`src/logic/scu_pkg.sv`:
```
/*
  Shared constants for the serial communication unit: register offsets, field positions,
  reset values and the rate generator table.
  Assumes a 32-bit AXI4-Lite register bus with one aligned word per register.
*/
`default_nettype none

package scu_pkg;

  // Register byte offsets.
  localparam logic [4:0] OFS_DATA = 5'h00;
  localparam logic [4:0] OFS_CTRL_ONE = 5'h04;
  localparam logic [4:0] OFS_CTRL_TWO = 5'h08;
  localparam logic [4:0] OFS_STATUS = 5'h0C;
  localparam logic [4:0] OFS_BAUD = 5'h10;

  // Field positions of serial_ctrl_one.
  localparam int unsigned C1_R8 = 7;
  localparam int unsigned C1_T8 = 6;
  localparam int unsigned C1_LEN9 = 4;
  localparam int unsigned C1_WAKE_ADDR = 3;

  // Field positions of serial_ctrl_two.
  localparam int unsigned C2_TX_IRQ_EN = 7;
  localparam int unsigned C2_TX_COMPLETE_IRQ_EN = 6;
  localparam int unsigned C2_RX_IRQ_EN = 5;
  localparam int unsigned C2_IDLE_IRQ_EN = 4;
  localparam int unsigned C2_TX_EN = 3;
  localparam int unsigned C2_RX_EN = 2;
  localparam int unsigned C2_RX_SLEEP = 1;
  localparam int unsigned C2_SEND_BREAK = 0;

  // Field positions of serial_status_reg.
  localparam int unsigned ST_TX_EMPTY = 7;
  localparam int unsigned ST_TX_COMPLETE = 6;
  localparam int unsigned ST_RX_FULL = 5;
  localparam int unsigned ST_IDLE = 4;
  localparam int unsigned ST_OVERRUN = 3;
  localparam int unsigned ST_NOISE = 2;
  localparam int unsigned ST_FRAMING = 1;

  // Reset values.
  localparam logic [7:0] RST_CTRL_TWO = 8'h00;
  localparam logic [4:0] RST_BAUD = 5'h00;

  // Samples per bit, frame lengths in bits, AXI responses.
  localparam int unsigned RT_PER_BIT_DEF = 16;
  localparam logic [3:0] FRAME_BITS_8 = 4'h0A;
  localparam logic [3:0] FRAME_BITS_9 = 4'h0B;
  localparam logic [1:0] RESP_OKAY = 2'h0;
  localparam logic [1:0] RESP_SLVERR = 2'h2;

  // Four prescalers times eight binary dividers give the 32 selectable rates.
  function automatic logic [10:0] scu_rate_div(input logic [4:0] sel);
    logic [10:0] pre;
    pre = 11'h001;
    case (sel[4:3])
      2'h0: pre = 11'h001;
      2'h1: pre = 11'h003;
      2'h2: pre = 11'h004;
      default: pre = 11'h00D;
    endcase
    return pre << sel[2:0];
  endfunction : scu_rate_div

endpackage : scu_pkg

`default_nettype wire

```
`src/logic/scu_rx_if.sv`:
```
/*
  Link between the register side of the serial unit and its receiver.
  Assumes both ends run on the same clock.
*/
`default_nettype none

interface scu_rx_if;
  logic rt_tick;
  logic enable;
  logic nine_bit;
  logic done;
  logic [8:0] data;
  logic noise;
  logic frame_err;
  logic idle;

  modport ctrl (output rt_tick, output enable, output nine_bit,
                input done, input data, input noise, input frame_err, input idle);
  modport rx (input rt_tick, input enable, input nine_bit,
              output done, output data, output noise, output frame_err, output idle);
endinterface : scu_rx_if

`default_nettype wire

```
`src/logic/scu_rx.sv`:
```
/*
  Receiver of the serial unit: 16x oversampling, majority vote, framing, break and idle detection.
  Assumes rx_serial_in is synchronous to aclk and rt_tick is a one-cycle pulse at 16x the bit rate.
*/
`default_nettype none

module scu_rx
  import scu_pkg::*;
#(
  parameter int unsigned RT_PER_BIT = RT_PER_BIT_DEF
) (
  input wire logic aclk,
  input wire logic aresetn,
  input wire logic rx_serial_in,
  scu_rx_if.rx lnk
);

  localparam int unsigned CW = $clog2(RT_PER_BIT + 1);
  localparam int unsigned IW = $clog2(RT_PER_BIT * 11 + 1);
  localparam logic [CW-1:0] RT_LAST = CW'(RT_PER_BIT);

  initial begin
    if (RT_PER_BIT < 12) $error("scu_rx: RT_PER_BIT must be at least 12");
  end

  typedef enum logic [1:0] {SCU_RX_IDLE, SCU_RX_BITS, SCU_RX_WAIT_HIGH} scu_rx_state_t;

  scu_rx_state_t state_q;
  logic [CW-1:0] rt_cnt_q;
  logic [3:0] bit_idx_q;
  logic [2:0] samp_q;
  logic [8:0] shift_q;
  logic noise_acc_q;
  logic [IW-1:0] idle_cnt_q;
  logic vote;
  logic [3:0] last_bit;
  logic [IW-1:0] idle_target;

  // Majority of the three samples decides the bit.
  assign vote = (samp_q[0] & samp_q[1]) | (samp_q[1] & samp_q[2]) | (samp_q[0] & samp_q[2]);
  assign last_bit = lnk.nine_bit ? 4'h9 : 4'h8;
  assign idle_target = IW'(RT_PER_BIT) * (lnk.nine_bit ? IW'(11) : IW'(10));

  ////////////////////////////////////////////////////////////////////////////
  // Frame sequencer; a disabled receiver forgets any partial character.
  always_ff @(posedge aclk) begin
    lnk.done <= 1'b0;
    if (!aresetn || !lnk.enable) begin
      state_q <= SCU_RX_IDLE;
      rt_cnt_q <= '0;
      bit_idx_q <= 4'h0;
      samp_q <= 3'h0;
      shift_q <= 9'h000;
      noise_acc_q <= 1'b0;
      lnk.data <= 9'h000;
      lnk.noise <= 1'b0;
      lnk.frame_err <= 1'b0;
    end else if (lnk.rt_tick) begin
      case (state_q)
        SCU_RX_IDLE: begin
          if (!rx_serial_in) begin
            state_q <= SCU_RX_BITS;
            rt_cnt_q <= CW'(2);
            bit_idx_q <= 4'h0;
            noise_acc_q <= 1'b0;
          end
        end
        SCU_RX_BITS: begin
          rt_cnt_q <= (rt_cnt_q == RT_LAST) ? CW'(1) : rt_cnt_q + CW'(1);
          if (rt_cnt_q >= CW'(8) && rt_cnt_q <= CW'(10)) begin
            samp_q <= {samp_q[1:0], rx_serial_in};
          end
          if (rt_cnt_q == RT_LAST) begin
            bit_idx_q <= bit_idx_q + 4'h1;
            noise_acc_q <= noise_acc_q | ~(&samp_q | ~|samp_q);
            if (bit_idx_q == 4'h0 && vote) begin
              state_q <= SCU_RX_IDLE; // A start that votes high was a glitch.
            end else if (bit_idx_q == last_bit + 4'h1) begin
              lnk.done <= 1'b1;
              lnk.data <= lnk.nine_bit ? shift_q : {1'b0, shift_q[8:1]};
              lnk.noise <= noise_acc_q | ~(&samp_q | ~|samp_q);
              lnk.frame_err <= ~vote;
              // A break needs a real high level before the next start is accepted.
              state_q <= (!vote && shift_q == 9'h000) ? SCU_RX_WAIT_HIGH : SCU_RX_IDLE;
            end else if (bit_idx_q != 4'h0) begin
              shift_q <= {vote, shift_q[8:1]};
            end
          end
        end
        SCU_RX_WAIT_HIGH: begin
          if (rx_serial_in) state_q <= SCU_RX_IDLE;
        end
        default: state_q <= SCU_RX_IDLE;
      endcase
    end
  end

  ////////////////////////////////////////////////////////////////////////////
  // Idle detector: one pulse per stretch of continuous high lasting a whole frame.
  always_ff @(posedge aclk) begin
    lnk.idle <= 1'b0;
    if (!aresetn || !lnk.enable) begin
      idle_cnt_q <= '0;
    end else if (lnk.rt_tick) begin
      if (!rx_serial_in) begin
        idle_cnt_q <= '0;
      end else if (idle_cnt_q < idle_target) begin
        idle_cnt_q <= idle_cnt_q + IW'(1);
        lnk.idle <= (idle_cnt_q == idle_target - IW'(1));
      end
    end
  end

endmodule : scu_rx

`default_nettype wire

```
`src/logic/scu_serial_comm_unit.sv`:
```
/*
  Serial communication unit: AXI4-Lite register slave, shared rate generator, transmitter,
  flag and interrupt-request logic; the receiver is the scu_rx instance.
  Assumes all inputs are synchronous to aclk; tx_serial_out is released when tx_serial_oe_n is high.
*/
// Behaviour
// - Transmitter and receiver independent, one rate generator.
// - Thirty-two selectable bit rates for both directions.
// - Eight or nine data bits selectable.
// - Wakeup method select; sleep bit enters wakeup.
// - Data address: write transmit, read receive.
// - Data write starts transmission on bit clock.
// - Transfer to shifter sets empty flag, interrupt.
// - Least significant bit first both ways.
// - Frame done, nothing queued: complete flag, interrupt.
// - Disabled transmitter finished sending sets complete.
// - Disabling mid-character finishes it before release; here the line is released one clock after its stop bit starts.
// - Received character fills buffer, sets full flag.
// - Overrun, noise, framing errors reported.
// - Idle flag with enable raises interrupt.
// - Idle flag needs a character received first.
// - Low start, data, high stop; idle high.
// - Break is low for a whole frame.
// - Separate transmit and receive enable bits.
// - Sleep blocks receiver flags; wakeup clears sleep.
// - Idle is ten or eleven high bit times.
// - Sixteen samples per bit, majority of three.
// - Address mark wakes on most significant one.
`default_nettype none

module scu_serial_comm_unit
  import scu_pkg::*;
#(
  parameter int unsigned ADDR_W = 5,
  parameter int unsigned RT_PER_BIT = RT_PER_BIT_DEF
) (
  input wire logic aclk,
  input wire logic aresetn,
  input wire logic [ADDR_W-1:0] s_axi_awaddr,
  input wire logic s_axi_awvalid,
  output logic s_axi_awready,
  input wire logic [31:0] s_axi_wdata,
  input wire logic [3:0] s_axi_wstrb,
  input wire logic s_axi_wvalid,
  output logic s_axi_wready,
  output logic [1:0] s_axi_bresp,
  output logic s_axi_bvalid,
  input wire logic s_axi_bready,
  input wire logic [ADDR_W-1:0] s_axi_araddr,
  input wire logic s_axi_arvalid,
  output logic s_axi_arready,
  output logic [31:0] s_axi_rdata,
  output logic [1:0] s_axi_rresp,
  output logic s_axi_rvalid,
  input wire logic s_axi_rready,
  input wire logic rx_serial_in,
  output logic tx_serial_out,
  output logic tx_serial_oe_n,
  output logic irq_req
);

  localparam int unsigned PW = $clog2(RT_PER_BIT);

  initial begin
    if (ADDR_W < 5) $error("scu_serial_comm_unit: ADDR_W must be at least 5");
    if (RT_PER_BIT < 12) $error("scu_serial_comm_unit: RT_PER_BIT must be at least 12");
  end

  // Word decode used by both the write and the read path.
  function automatic logic [2:0] scu_decode(input logic [ADDR_W-1:0] addr);
    logic [2:0] idx;
    idx = 3'h7;
    if (addr[1:0] == 2'h0 && ADDR_W'(addr >> 5) == '0) begin
      case (addr[4:0])
        OFS_DATA: idx = 3'h0;
        OFS_CTRL_ONE: idx = 3'h1;
        OFS_CTRL_TWO: idx = 3'h2;
        OFS_STATUS: idx = 3'h3;
        OFS_BAUD: idx = 3'h4;
        default: idx = 3'h7;
      endcase
    end
    return idx;
  endfunction : scu_decode

  scu_rx_if rxl ();

  // Bus slave state.
  logic aw_have_q, w_have_q;
  logic [2:0] aw_idx_q;
  logic [7:0] wbyte_q;
  logic wlane_q;
  logic wr_go, rd_go;
  logic [2:0] ar_idx;
  // Registers.
  logic [7:0] tx_hold_q, rx_buf_q, ctrl_two_q;
  logic t8_q, r8_q, nine_q, wake_addr_q;
  logic [4:0] baud_q;
  logic tx_buffer_empty_flag_q, tc_q, rx_buffer_full_flag_q, idle_q, or_q, nf_q, fe_q;
  logic status_seen_q, idle_armed_q;
  logic data_wr, data_rd, status_rd;
  // Rate generator and transmitter.
  logic [10:0] div_cnt_q;
  logic rt_tick_q;
  logic [PW-1:0] phase_q;
  logic bit_tick;
  logic [10:0] tx_shift_q;
  logic [3:0] tx_left_q;
  logic tx_active_q, te_prev_q, preamble_pend_q;
  logic tx_en, rx_en, sleep, send_break_ctl;
  logic [3:0] frame_bits;
  // Receiver events after sleep gating.
  logic addr_wake, rx_take, rx_idle_wake;

  assign tx_en = ctrl_two_q[C2_TX_EN];
  assign rx_en = ctrl_two_q[C2_RX_EN];
  assign sleep = ctrl_two_q[C2_RX_SLEEP];
  assign send_break_ctl = ctrl_two_q[C2_SEND_BREAK];
  assign frame_bits = nine_q ? FRAME_BITS_9 : FRAME_BITS_8;

  ////////////////////////////////////////////////////////////////////////////
  // AXI4-Lite write channel: address and data are taken in either order.
  assign wr_go = aw_have_q && w_have_q && !s_axi_bvalid;

  always_ff @(posedge aclk) begin
    if (!aresetn) begin
      aw_have_q <= 1'b0;
      w_have_q <= 1'b0;
      aw_idx_q <= 3'h7;
      wbyte_q <= 8'h00;
      wlane_q <= 1'b0;
      s_axi_awready <= 1'b1;
      s_axi_wready <= 1'b1;
      s_axi_bvalid <= 1'b0;
      s_axi_bresp <= RESP_OKAY;
    end else begin
      if (s_axi_awvalid && s_axi_awready) begin
        aw_have_q <= 1'b1;
        aw_idx_q <= scu_decode(s_axi_awaddr);
        s_axi_awready <= 1'b0;
      end
      if (s_axi_wvalid && s_axi_wready) begin
        w_have_q <= 1'b1;
        wbyte_q <= s_axi_wdata[7:0];
        wlane_q <= s_axi_wstrb[0];
        s_axi_wready <= 1'b0;
      end
      if (wr_go) begin
        aw_have_q <= 1'b0;
        w_have_q <= 1'b0;
        s_axi_bvalid <= 1'b1;
        s_axi_bresp <= (aw_idx_q == 3'h7) ? RESP_SLVERR : RESP_OKAY;
      end
      if (s_axi_bvalid && s_axi_bready) begin
        s_axi_bvalid <= 1'b0;
        s_axi_awready <= 1'b1;
        s_axi_wready <= 1'b1;
      end
    end
  end

  ////////////////////////////////////////////////////////////////////////////
  // AXI4-Lite read channel: one cycle from address to data, no wait states.
  assign rd_go = s_axi_arvalid && s_axi_arready;
  assign ar_idx = scu_decode(s_axi_araddr);
  assign data_wr = wr_go && wlane_q && aw_idx_q == 3'h0;
  assign data_rd = rd_go && ar_idx == 3'h0;
  assign status_rd = rd_go && ar_idx == 3'h3;

  always_ff @(posedge aclk) begin
    if (!aresetn) begin
      s_axi_arready <= 1'b1;
      s_axi_rvalid <= 1'b0;
      s_axi_rdata <= 32'h0000_0000;
      s_axi_rresp <= RESP_OKAY;
    end else if (rd_go) begin
      s_axi_arready <= 1'b0;
      s_axi_rvalid <= 1'b1;
      s_axi_rresp <= (ar_idx == 3'h7) ? RESP_SLVERR : RESP_OKAY;
      case (ar_idx)
        3'h0: s_axi_rdata <= {24'h00_0000, rx_buf_q};
        3'h1: s_axi_rdata <= {24'h00_0000, r8_q, t8_q, 1'b0, nine_q, wake_addr_q, 3'h0};
        3'h2: s_axi_rdata <= {24'h00_0000, ctrl_two_q};
        3'h3: s_axi_rdata <= {24'h00_0000, tx_buffer_empty_flag_q, tc_q, rx_buffer_full_flag_q, idle_q, or_q, nf_q, fe_q, 1'b0};
        3'h4: s_axi_rdata <= {27'h000_0000, baud_q};
        default: s_axi_rdata <= 32'h0000_0000;
      endcase
    end else if (s_axi_rvalid && s_axi_rready) begin
      s_axi_rvalid <= 1'b0;
      s_axi_arready <= 1'b1;
    end
  end

  ////////////////////////////////////////////////////////////////////////////
  // Control registers; hardware wakeup clears the sleep bit and wins over a write.
  always_ff @(posedge aclk) begin
    if (!aresetn) begin
      ctrl_two_q <= RST_CTRL_TWO;
      baud_q <= RST_BAUD;
      nine_q <= 1'b0;
      wake_addr_q <= 1'b0;
      t8_q <= 1'b0;
      tx_hold_q <= 8'h00;
    end else begin
      if (wr_go && wlane_q) begin
        case (aw_idx_q)
          3'h0: tx_hold_q <= wbyte_q;
          3'h1: begin
            t8_q <= wbyte_q[C1_T8];
            nine_q <= wbyte_q[C1_LEN9];
            wake_addr_q <= wbyte_q[C1_WAKE_ADDR];
          end
          3'h2: ctrl_two_q <= wbyte_q;
          3'h4: baud_q <= wbyte_q[4:0];
          default: ;
        endcase
      end
      if (addr_wake || rx_idle_wake) ctrl_two_q[C2_RX_SLEEP] <= 1'b0;
    end
  end

  ////////////////////////////////////////////////////////////////////////////
  // Shared rate generator: the sample tick feeds the receiver, its sixteenth feeds the transmitter.
  always_ff @(posedge aclk) begin
    if (!aresetn) begin
      div_cnt_q <= 11'h000;
      rt_tick_q <= 1'b0;
      phase_q <= '0;
    end else begin
      rt_tick_q <= 1'b0;
      if (div_cnt_q >= scu_rate_div(baud_q) - 11'h001) begin
        div_cnt_q <= 11'h000;
        rt_tick_q <= 1'b1;
      end else begin
        div_cnt_q <= div_cnt_q + 11'h001;
      end
      if (rt_tick_q) phase_q <= (phase_q == PW'(RT_PER_BIT - 1)) ? '0 : phase_q + PW'(1);
    end
  end

  assign bit_tick = rt_tick_q && phase_q == PW'(RT_PER_BIT - 1);

  ////////////////////////////////////////////////////////////////////////////
  // Transmitter. A frame always runs to its end, even if the enable drops meanwhile,
  // but with the enable low the output is released one clock after the frame's last bit starts.
  always_ff @(posedge aclk) begin
    if (!aresetn) begin
      tx_shift_q <= 11'h7FF;
      tx_left_q <= 4'h0;
      tx_active_q <= 1'b0;
      te_prev_q <= 1'b0;
      preamble_pend_q <= 1'b0;
      tx_serial_out <= 1'b1;
      tx_serial_oe_n <= 1'b1;
    end else begin
      te_prev_q <= tx_en;
      if (tx_en && !te_prev_q) preamble_pend_q <= 1'b1;
      tx_serial_oe_n <= !(tx_en || tx_left_q != 4'h0);
      if (bit_tick) begin
        if (tx_left_q != 4'h0) begin
          tx_serial_out <= tx_shift_q[0];
          tx_shift_q <= {1'b1, tx_shift_q[10:1]};
          tx_left_q <= tx_left_q - 4'h1;
        end else if (tx_en && preamble_pend_q) begin
          preamble_pend_q <= 1'b0;
          tx_serial_out <= 1'b1;
          tx_shift_q <= 11'h7FF;
          tx_left_q <= frame_bits - 4'h1;
          tx_active_q <= 1'b1;
        end else if (tx_en && !tx_buffer_empty_flag_q) begin
          tx_serial_out <= 1'b0;
          tx_shift_q <= nine_q ? {1'b1, 1'b1, t8_q, tx_hold_q} : {2'b11, 1'b1, tx_hold_q};
          tx_left_q <= frame_bits - 4'h1;
          tx_active_q <= 1'b1;
        end else if (tx_en && send_break_ctl) begin
          tx_serial_out <= 1'b0;
          tx_shift_q <= 11'h000;
          tx_left_q <= frame_bits - 4'h1;
          tx_active_q <= 1'b1;
        end else begin
          tx_serial_out <= 1'b1;
          tx_active_q <= 1'b0;
        end
      end
    end
  end

  ////////////////////////////////////////////////////////////////////////////
  // Transmit flags. Reading status then writing data clears complete; the data write itself
  // fills the holding register. A hardware set in the same cycle wins.
  always_ff @(posedge aclk) begin
    if (!aresetn) begin
      tx_buffer_empty_flag_q <= 1'b1;
      tc_q <= 1'b1;
    end else begin
      if (data_wr) tx_buffer_empty_flag_q <= 1'b0;
      if (data_wr && status_seen_q) tc_q <= 1'b0;
      if (bit_tick && tx_left_q == 4'h0 && tx_en && !preamble_pend_q && !tx_buffer_empty_flag_q) begin
        tx_buffer_empty_flag_q <= 1'b1;
      end
      if (bit_tick && tx_left_q == 4'h0 && tx_active_q &&
          !(tx_en && (preamble_pend_q || !tx_buffer_empty_flag_q || send_break_ctl))) begin
        tc_q <= 1'b1;
      end
    end
  end

  ////////////////////////////////////////////////////////////////////////////
  // Receiver link and wakeup. In address mode the waking character itself is accepted.
  assign rxl.rt_tick = rt_tick_q;
  assign rxl.enable = rx_en;
  assign rxl.nine_bit = nine_q;
  assign addr_wake = rxl.done && sleep && wake_addr_q &&
                     (nine_q ? rxl.data[8] : rxl.data[7]);
  assign rx_idle_wake = rxl.idle && sleep && !wake_addr_q;
  assign rx_take = rxl.done && (!sleep || addr_wake);

  scu_rx #(
    .RT_PER_BIT(RT_PER_BIT)
  ) u_rx (
    .aclk(aclk),
    .aresetn(aresetn),
    .rx_serial_in(rx_serial_in),
    .lnk(rxl)
  );

  ////////////////////////////////////////////////////////////////////////////
  // Receive buffer and flags. Reading status then reading data clears them; an overrun
  // keeps the older character so software sees what it missed.
  always_ff @(posedge aclk) begin
    if (!aresetn) begin
      rx_buf_q <= 8'h00;
      r8_q <= 1'b0;
      rx_buffer_full_flag_q <= 1'b0;
      idle_q <= 1'b0;
      or_q <= 1'b0;
      nf_q <= 1'b0;
      fe_q <= 1'b0;
      idle_armed_q <= 1'b0;
      status_seen_q <= 1'b0;
    end else begin
      if (status_rd) status_seen_q <= 1'b1;
      else if (data_rd || data_wr) status_seen_q <= 1'b0;
      if (data_rd && status_seen_q) begin
        rx_buffer_full_flag_q <= 1'b0;
        idle_q <= 1'b0;
        or_q <= 1'b0;
        nf_q <= 1'b0;
        fe_q <= 1'b0;
      end
      if (rx_take) begin
        idle_armed_q <= 1'b1;
        if (rx_buffer_full_flag_q && !(data_rd && status_seen_q)) begin
          or_q <= 1'b1;
        end else begin
          rx_buf_q <= rxl.data[7:0];
          r8_q <= rxl.data[8];
          rx_buffer_full_flag_q <= 1'b1;
        end
        if (rxl.noise) nf_q <= 1'b1;
        if (rxl.frame_err) fe_q <= 1'b1;
      end
      if (rxl.idle && !sleep && idle_armed_q) begin
        idle_q <= 1'b1;
        idle_armed_q <= 1'b0;
      end
    end
  end

  ////////////////////////////////////////////////////////////////////////////
  // Interrupt request: a level while any enabled flag stands.
  always_ff @(posedge aclk) begin
    if (!aresetn) begin
      irq_req <= 1'b0;
    end else begin
      irq_req <= (ctrl_two_q[C2_TX_IRQ_EN] && tx_buffer_empty_flag_q) ||
                 (ctrl_two_q[C2_TX_COMPLETE_IRQ_EN] && tc_q) ||
                 (ctrl_two_q[C2_RX_IRQ_EN] && (rx_buffer_full_flag_q || or_q)) ||
                 (ctrl_two_q[C2_IDLE_IRQ_EN] && idle_q);
    end
  end

endmodule : scu_serial_comm_unit

`default_nettype wire

```
`config.mk`:
```
export PLATFORM = sky130hd
export DESIGN_NAME = scu_serial_comm_unit
export DESIGN_NICKNAME = d
export VERILOG_FILES = /design/src/logic/scu_pkg.sv /design/src/logic/scu_rx_if.sv /design/src/logic/scu_rx.sv /design/src/logic/scu_serial_comm_unit.sv
export SDC_FILE = /design/constraint.sdc
export NUM_CORES = 1
export LEC_CHECK = 0
export BUFFER_PORTS_ARGS = -buffer_cell sky130_fd_sc_hd__buf_2
export CAP_MARGIN = 20
export CORE_MARGIN = 2
export CORE_UTILIZATION = 65
export CTS_BUF_LIST = sky130_fd_sc_hd__clkbuf_8
export CTS_CLUSTER_SIZE = 24
export DETAILED_ROUTE_END_ITERATION = 10
export PLACE_DENSITY = 0.95
export SLEW_MARGIN = 15
export SYNTH_ARGS = -nofsm -noshare
export SYNTH_HDL_FRONTEND = slang
export SYNTH_SLANG_ARGS = --single-unit
```
`constraint.sdc`:
```
create_clock -name aclk -period 8.6 [get_ports aclk]
set_input_delay 0.43 -clock aclk [delete_from_list [all_inputs] [get_ports aclk]]
set_output_delay 0.43 -clock aclk [all_outputs]
set_load 0.05 [all_outputs]
```
==> flow_summary.toml, run 1 <==
[routing]
num_vias = 6256
wire_per_inst_um = 15.0
drt_pass1_iterations = 5
drt_first_iter_violations = 547
postRouteAntennaNets = 0
wl_um = 15900
post_drt_via_cell_ratio = 5.92
drc = 0

[power_and_ir_drop]
power_mw = 1.31
cellPowerDensity_nw_per_um2 = 161
max-vdd-ir-drop_v = 0.000143
p_leak_nw = 3.06

[global_routing]
grt_pass1_wl_um = 27000
overflow = 0
grt_max_degree = 106
antenna_found_initial = 2
track_usage_pct = 25.5
first_global_vias = 5856

[layout]
syn_to_final_growth_pct = 5.85
fin_area_sq_um = 8150
final_cells = 1056
fin_nets = 975
drive_gt1_share_pct = 11.2

[min_path]
hp-class = "input pin to register"
whs_endpoint = "s_axi_wready"
whs_path_depth = 2
hold_path_startpoint = "s_axi_wvalid"

[clock_tree]
cts.clk_slew.worst_paths_ps = 80
clk_latency_ps = 460
cts_buffers = 17
h-tree-depth = 4
post-cts-setup-buffers = 0
clock_sinks = 153
clockRootBuffer = "clkbuf_8"
cts_resized = 0
cts_tree = "built"
cts_hold_buffers = 0
max-clock-path-buffers = 2

[place]
placed_area_sq_um = 7780
gp_congestion = 0.900
portBuffers = 44
place_inst = 1023
dp_hpwl_um = 10900

[logic_synthesis]
synth_area_sq_um = 7700
ys_warn_count = 0
synth_top_area_share_pct = 39.8
ys_seq_area_share_pct = 39.8
netlist_top_cells_area = "dfxtp_1 (40%), mux2i_1 (6.8%), nor2_1 (4.9%)"
synth_edf_count = 0
synth_cell_type_count = 73
synth_ff_type = "dfxtp_1"
syn_area_per_cell_sq_um = 8.69
syn_inst = 886
synth_top_cell_by_area = "dfxtp_1"
synthArstFlopShare_pct = 0
ys_seq_elements = 153

[worst_setup_path]
ff2ff_setup_slack_ps = 4530
worst_setup_path_end_kind = "register"
cp_data_required_time_ps = 8950
path_cells = "nor2b_1 -> nor2_1 -> nand2_1 -> ha_1 -> nand2b_1 -> a31oi_1 -> o22ai_1 -> a222oi_1 -> ha_1 -> nand4_1 -> o311a_1 -> o21ai_0 -> buf_2 -> nor2_1"
critPathLaunchType = "register"
critPathSlowestCell = "dfxtp_1"
crit_path_max_incr_delay_ps = 770
worst-path-max-fanout = 23
r2r-start = "baud_q[4]"
path_class = "register to register"
cp.arrival_ps = 4430
r2r-end = "div_cnt_q[5]"
r2r.worst_path.cells = 14

[timing]
period_needed_ps = 4070
timing.final.crit_share_pct = 47.4
worst_hold_slack_ps = 185
fin_skew_ps = 8.44
relSlewSlack_pct = 36.0
tightest_slew_ps = 959
finalHoldViolCount = 0
finalSetupViolations = 0
fin_tns_setup_ps = 0
grt_setup_unrepaired = "false"
slew_violations = 0
fmax_mhz = 246

[die]
start_util_pct = 67.1
dieArea_sq_um = 12700
die_w_um = 113
core-area_sq_um = 11500
die_h_um = 113
fp-row-count = 39
ios = 98

[run]
drv_cap = 0

[status]
status = "finished clean"
-- final cells by class --
| type | instances | area (sq um) |
|---|---|---|
| fill | 841 | 3320 |
| inverter | 24 | 90.1 |
| tap | 143 | 179 |
| clock inverter | 13 | 106 |
| clock buffer | 19 | 262 |
| antenna | 1 | 2.50 |
| multi-input combinational | 655 | 4200 |
| timing repair buffer | 48 | 248 |
| sequential | 153 | 3060 |
-- layer usage --
| layer | vias to the layer above | share of wire [%] | global-route usage [%] |
|---|---|---|---|
| li1 | 3089 | - | - |
| met1 | 2945 | 44 | 32.5 |
| met2 | 180 | 48 | 41.8 |
| met3 | 40 | 5.7 | 6.48 |
| met4 | 2 | 2.5 | 9.92 |
| met5 | - | 0.076 | 0 |
-- cell families (layout without fill, tap and decap cells) --
kind of cell	after synthesis	after routing	synth area share [%]
AOI/OAI and AO/OA	177	177	16.5
xor gates and xnor gates	21	21	2.39
DFF	153	153	39.8
adders and majority gates	24	24	3.84
muxes	57	57	7.93
other	1	27	0.0487
and+or+nand+nor	350	350	22.6
buffers and inverters	103	104	6.89
-- through the flow --
stage               utilization (%)  setup WS, ps
floorplan                         -          5170
global placement               67.8          4480
detailed placement             67.8          4620
CTS                            71.0          4590
global route                   71.0          4090
finish                         71.1          4530
-- placed cells by master, fill, tap and decap left out, drive strengths merged, types with 18 or more instances in the layout --
master | netlist | routed
buf | 48 | 48
a21oi | 33 | 33
o21ai | 45 | 45
clkbuf | 31 | 19
dfxtp | 153 | 153
mux2i | 52 | 52
ha | 22 | 22
nand2 | 86 | 86
a21boi | 18 | 18
inv | 24 | 26
nand3 | 38 | 38
nor2 | 101 | 101
nor2b | 41 | 41
conb | 1 | 26
-- synthesized netlist by cell type (all sizes together) (5+ instances only) --
master / number
a21boi: 18
nor3: 7
ha: 22
nand3b: 11
clkbuf: 31
a211oi: 13
a21oi: 33
nand2b: 11
nor3b: 5
nor4: 6
a22oi: 6
mux2i: 52
and2: 11
and3: 7
dfxtp: 153
o311a: 10
nor2b: 41
buf: 48
o21ai: 45
nand3: 38
inv: 24
nor2: 101
nand4: 13
xor2: 15
o211ai: 6
nand2: 86
a31oi: 6
xnor2: 6
-- flip-flops by register name, indices dropped and copies added, names as in the netlist, 4 cells and up --
name / count
u_rx.idle_cnt_q: 8
u_rx.lnk.data: 9
tx_shift_q: 11
phase_q: 4
u_rx.shift_q: 9
ctrl_two_q: 8
tx_left_q: 4
wbyte_q: 8
u_rx.rt_cnt_q: 5
baud_q: 5
s_axi_rdata: 8
tx_hold_q: 8
rx_buf_q: 8
u_rx.bit_idx_q: 4
div_cnt_q: 11
-- worst max-delay path: cells and delay by family (launching register included) --
family / cells / cell delay, ps
buffers and inverters: 1 / 290
adders and majority gates: 2 / 540
and+or+nand+nor: 6 / 740
AOI/OAI and AO/OA: 5 / 1630
DFF: 1 / 770
-- worst max-delay path by stage --
stage | start | to | slack, ps | cells past startpoint
2_1_floorplan | baud_q[0] | div_cnt_q[2] | 5170 | 18
3_3_place_gp | baud_q[4] | div_cnt_q[6] | 4480 | 13
3_5_place_dp | baud_q[4] | div_cnt_q[5] | 4620 | 14
4_1_cts | baud_q[4] | div_cnt_q[5] | 4590 | 14
5_1_grt | baud_q[0] | div_cnt_q[7] | 4090 | 15
6_report | baud_q[4] | div_cnt_q[5] | 4530 | 14
-- where the power goes --
group / internal, mW / switching, mW
Clock: 0.240 / 0.268
Combinational: 0.0201 / 0.0595
Sequential: 0.716 / 0.00976
(Power assumes the default switching activity.)
==> run 2, diff against run 1 <==
CORE_UTILIZATION = 54   (was 65)
PLACE_DENSITY = 0.86   (was 0.95)
clock period = 3.5 ns   (was 8.6 ns; I/O delays follow)
==> flow_summary.toml, run 2 (synthesis results as in run 1) <==
[status]
status = "finished clean"

[place]
portBuffers = 44
gp_congestion = 0.863
dp_hpwl_um = 11000
placed_area_sq_um = 7870

[clock_tree]
clk_latency_ps = 450
cts_buffers = 17
cts_tree = "built"
h-tree-depth = 4
clock_sinks = 153
cts.clk_slew.worst_paths_ps = 90
max-clock-path-buffers = 2
clockRootBuffer = "clkbuf_8"

[power_and_ir_drop]
max-vdd-ir-drop_v = 0.000288
cellPowerDensity_nw_per_um2 = 411
p_leak_nw = 3.19

[layout]
final_common_cell = "dfxtp_1"
syn_to_final_growth_pct = 10.0
final_cell_mix = "dfxtp_1 (153), nor2_1 (101), nand2_1 (86)"
n_antenna_cell = 0
drive_gt1_share_pct = 11.7
fin_nets = 996
fin_area_sq_um = 8470
reg_top3 = "div_cnt_q x11, tx_shift_q x11"

[worst_setup_path]
crit_family = "compound AO/OA/AOI/OAI gates"
path_class = "register to register"
timing.critical_path.buf_inv = 1
critPathSlowestCell = "dfxtp_1"
crit_path_max_incr_delay_ps = 440
worst_setup_path_end_kind = "register"
critPathLaunchType = "register"
cp.arrival_ps = 3570
worst-path-max-fanout = 11
cp_data_required_time_ps = 3890
path_cells = "nor2b_1 -> nor2_1 -> nand2_1 -> ha_1 -> nand2b_1 -> nand3b_1 -> a21oi_1 -> a2111oi_1 -> ha_1 -> a211o_1 -> o211ai_1 -> o311a_1 -> o21ai_0 -> buf_4 -> nor2_1"

[timing]
relSlewSlack_pct = 37.4
fin_skew_ps = 10.5
grt_setup_unrepaired = "false"
timing.final.crit_share_pct = 90.9
fin_tns_setup_ps = 0
finalHoldViolCount = 0
tightest_slew_ps = 937
slew_violations = 0
finalSetupViolations = 0
period_needed_ps = 3180
fmax_mhz = 314

[global_routing]
track_usage_pct = 21.8
antenna_found_initial = 0
grt_max_degree = 72
first_global_vias = 5717
grt_pass1_wl_um = 26300
overflow = 0

[routing]
drt_first_iter_violations = 502
drc = 0
wl_um = 16200
post_drt_via_cell_ratio = 5.58
num_vias = 6209
drt_pass1_iterations = 5
wire_per_inst_um = 14.5
postRouteAntennaNets = 0

[die]
core-area_sq_um = 13900
die_w_um = 123
dieArea_sq_um = 15200
start_util_pct = 55.5
fp-row-count = 43
die_h_um = 123
ios = 98

[run]
drv_cap = 0

[min_path]
hp-class = "input pin to register"
run 2: cell types whose count changed in the layout (fill, tap and decap cells not counted), moves of 2 or more:
cell           delta
clkinv_4          +2
bufinv_16         +3
inv_6             +3
dlygate4sd3_1    +15
clkinvlp_4        -4
clkinv_2          -2
buf_4             +7
run 2: where the power goes:
part | internal (mW) | switching, mW
Sequential | 1.76 | 0.0216
Clock | 0.802 | 0.683
Combinational | 0.0613 | 0.153
Total | 2.62 | 0.858
run 2: final cells by class:
cell class              count  area [sq um]
fillers                  1163          5410
flip-flops and latches    153          3060
inverters                  24          90.1
clock buffers              18           248
clock inverters            14           196
well taps                 180           225
multi-input cells         655          4200
repair buffers             69           445
run 2: worst paths after layout:
kind,startpoint,endpoint,slack (ps),cells past startpoint
worst max-delay path,baud_q[4],div_cnt_q[9],320,15
worst min-delay path,s_axi_awaddr[1],aw_idx_q[2],40,3
worst max register to register,baud_q[4],div_cnt_q[9],320,15
worst min register to register,u_rx.lnk.data[2],rx_buf_q[2],460,2
run 2: metal layers:
layer / track usage, % / wire [um] / vias up
met2: 37.3 / 7820 / 139
met5: 0 / 0 / -
li1: - / - / 3141
met3: 5.63 / 696 / 21
met4: 6.53 / 204 / 0
met1: 26.9 / 7440 / 2908
run 2: per-stage QoR:
stage / power, mW / std cells / hold slack (ps) / setup slack (ps) / util (%)
after floorplan: 2.00 / 911 / 275 / 69.1 / -
after global placement: 2.01 / 1066 / 387 / 434 / 56.7
after detailed placement: 2.02 / 1066 / 407 / 327 / 56.7
after CTS: 3.50 / 1113 / 11.3 / 300 / 61.0
after global routing: 3.59 / 1113 / 41.9 / 54.3 / 61.0
final: 3.48 / 1113 / 39.0 / 318 / 61.0
run 2: timing repair:
action | in CTS | in global routing
gates resized for setup | 0 | 1
hold buffers | 15 | 0
hold endpoints to repair | 14 | 0
buffers inserted | 0 | 0
setup endpoints to repair | 0 | 1
run 2: worst min-delay path: stages:
cell     delay [ps]
buf_2            90
nor4_1           40
o21ai_0         130
==> run 3, diff against run 2 <==
RECOVER_POWER = 25   (was unset)
==> flow_summary.toml, run 3 (synthesis results as in run 1) <==
[worst_setup_path]
worst-path-max-fanout = 11
r2r-start = "baud_q[4]"
cp.arrival_ps = 3570
cp_data_required_time_ps = 3890
critPathLaunchType = "register"
worst_setup_path_end_kind = "register"
critical_path.startpoint = "baud_q[4]"
path_class = "register to register"

[timing]
period_needed_ps = 3180
timing.final.crit_share_pct = 90.9
grt_setup_unrepaired = "false"
post-route-worst-setup-slack_ps = 319
finalHoldViolCount = 0
relSlewSlack_pct = 10.4
finalSetupViolations = 0
slew_violations = 0
tightest_slew_ps = 1340
fin_tns_setup_ps = 0
fin_skew_ps = 11.2
fmax_mhz = 314

[clock_tree]
cts.clk_slew.worst_paths_ps = 90
cts_tree = "built"
post-cts-setup-buffers = 0
clock_sinks = 153
clockRootBuffer = "clkbuf_8"
max-clock-path-buffers = 2
clk_latency_ps = 450
h-tree-depth = 4
cts_buffers = 17

[run]
drv_cap = 0

[layout]
syn_to_final_growth_pct = 9.66
fin_nets = 996
drive_gt1_share_pct = 9.65
reg_top3 = "div_cnt_q x11, tx_shift_q x11"
n_antenna_cell = 0
final_cell_mix = "dfxtp_1 (153), nor2_1 (101), nand2_1 (86)"
fin_area_sq_um = 8440
final_common_cell = "dfxtp_1"

[global_routing]
met1_usage_pct = 26.9
track_usage_pct = 21.8
grt_max_degree = 72
grt_use_met3_pct = 5.63
antenna_found_initial = 0
grt_pass1_wl_um = 26300
overflow = 0
busiest_layer = "met2"
grt_util_met2_pct = 37.3
first_global_vias = 5717

[place]
portBuffers = 44
place_ws_ps = 327
placed_area_sq_um = 7870
gp_congestion = 0.863
dp_hpwl_um = 11000

[die]
dieArea_sq_um = 15200
start_util_pct = 55.5
die_w_um = 123
core-area_sq_um = 13900
ios = 98
die_h_um = 123
fp-row-count = 43

[routing]
num_vias = 6202
drt_pass1_iterations = 5
wire_per_inst_um = 14.6
drt_first_iter_violations = 515
post_drt_via_cell_ratio = 5.57
wl_um = 16300
drc = 0
postRouteAntennaNets = 0

[power_and_ir_drop]
max-vdd-ir-drop_v = 0.000288
p_leak_nw = 3.12
cellPowerDensity_nw_per_um2 = 412

[status]
status = "finished clean"

[min_path]
hp-class = "input pin to register"
hold_path_startpoint = "s_axi_awaddr[1]"
## run 3: cell type report
class                   instances  area, sq um
multi-input cells             655         4200
flip-flops and latches        153         3060
fillers                      1176         5440
inverters                      24         90.1
clock inverters                14          196
repair buffers                 69          419
clock buffers                  18          248
well taps                     180          225
## run 3: critical path, cell delays in order, from the launching register on
cell and delay [ps]:
dfxtp_1 440, nor2b_1 220, nor2_1 60, nand2_1 90, ha_1 330, nand2b_1 170, nand3b_1 140, a21oi_1 80
a2111oi_1 310, ha_1 320, a211o_1 260, o211ai_1 100, o311a_1 200, o21ai_0 80, buf_4 220, nor2_1 110
## run 3: worst paths after layout
path	to	slack, ps	depth (start not counted)
hold reg to reg	rx_buf_q[2]	460	2
hold / removal	aw_idx_q[2]	40	3
setup / recovery	div_cnt_q[9]	320	15
setup reg to reg	div_cnt_q[9]	320	15
## run 3: what timing repair did
action	CTS	global route
hold endpoints to repair	14	0
endpoints found under the setup margin	0	1
hold buffers	15	0
resized for setup	0	1
## run 3: power by group
group          total [mW]  switching (mW)  internal, mW
logic               0.213           0.153        0.0594
registers            1.78          0.0220          1.76
clock network        1.48           0.682         0.802
## run 3: stage by stage
step                      utilization [%]  cells  power, mW  hold slack [ps]
after global placement               56.7   1066       2.01              387
final                                60.8   1113       3.48             40.4
after detailed placement             56.7   1066       2.02              407
after global routing                 60.8   1113       3.59             41.9
after CTS                            61.0   1113       3.50             11.3
after floorplan                         -    911       2.00              275
## run 3: metal layers
layer  vias to the layer above  wire length (um)
met5                         -                 0
li1                       3136                 -
met1                      2904              7520
met2                       141              7850
met4                         0               210
met3                        21               676
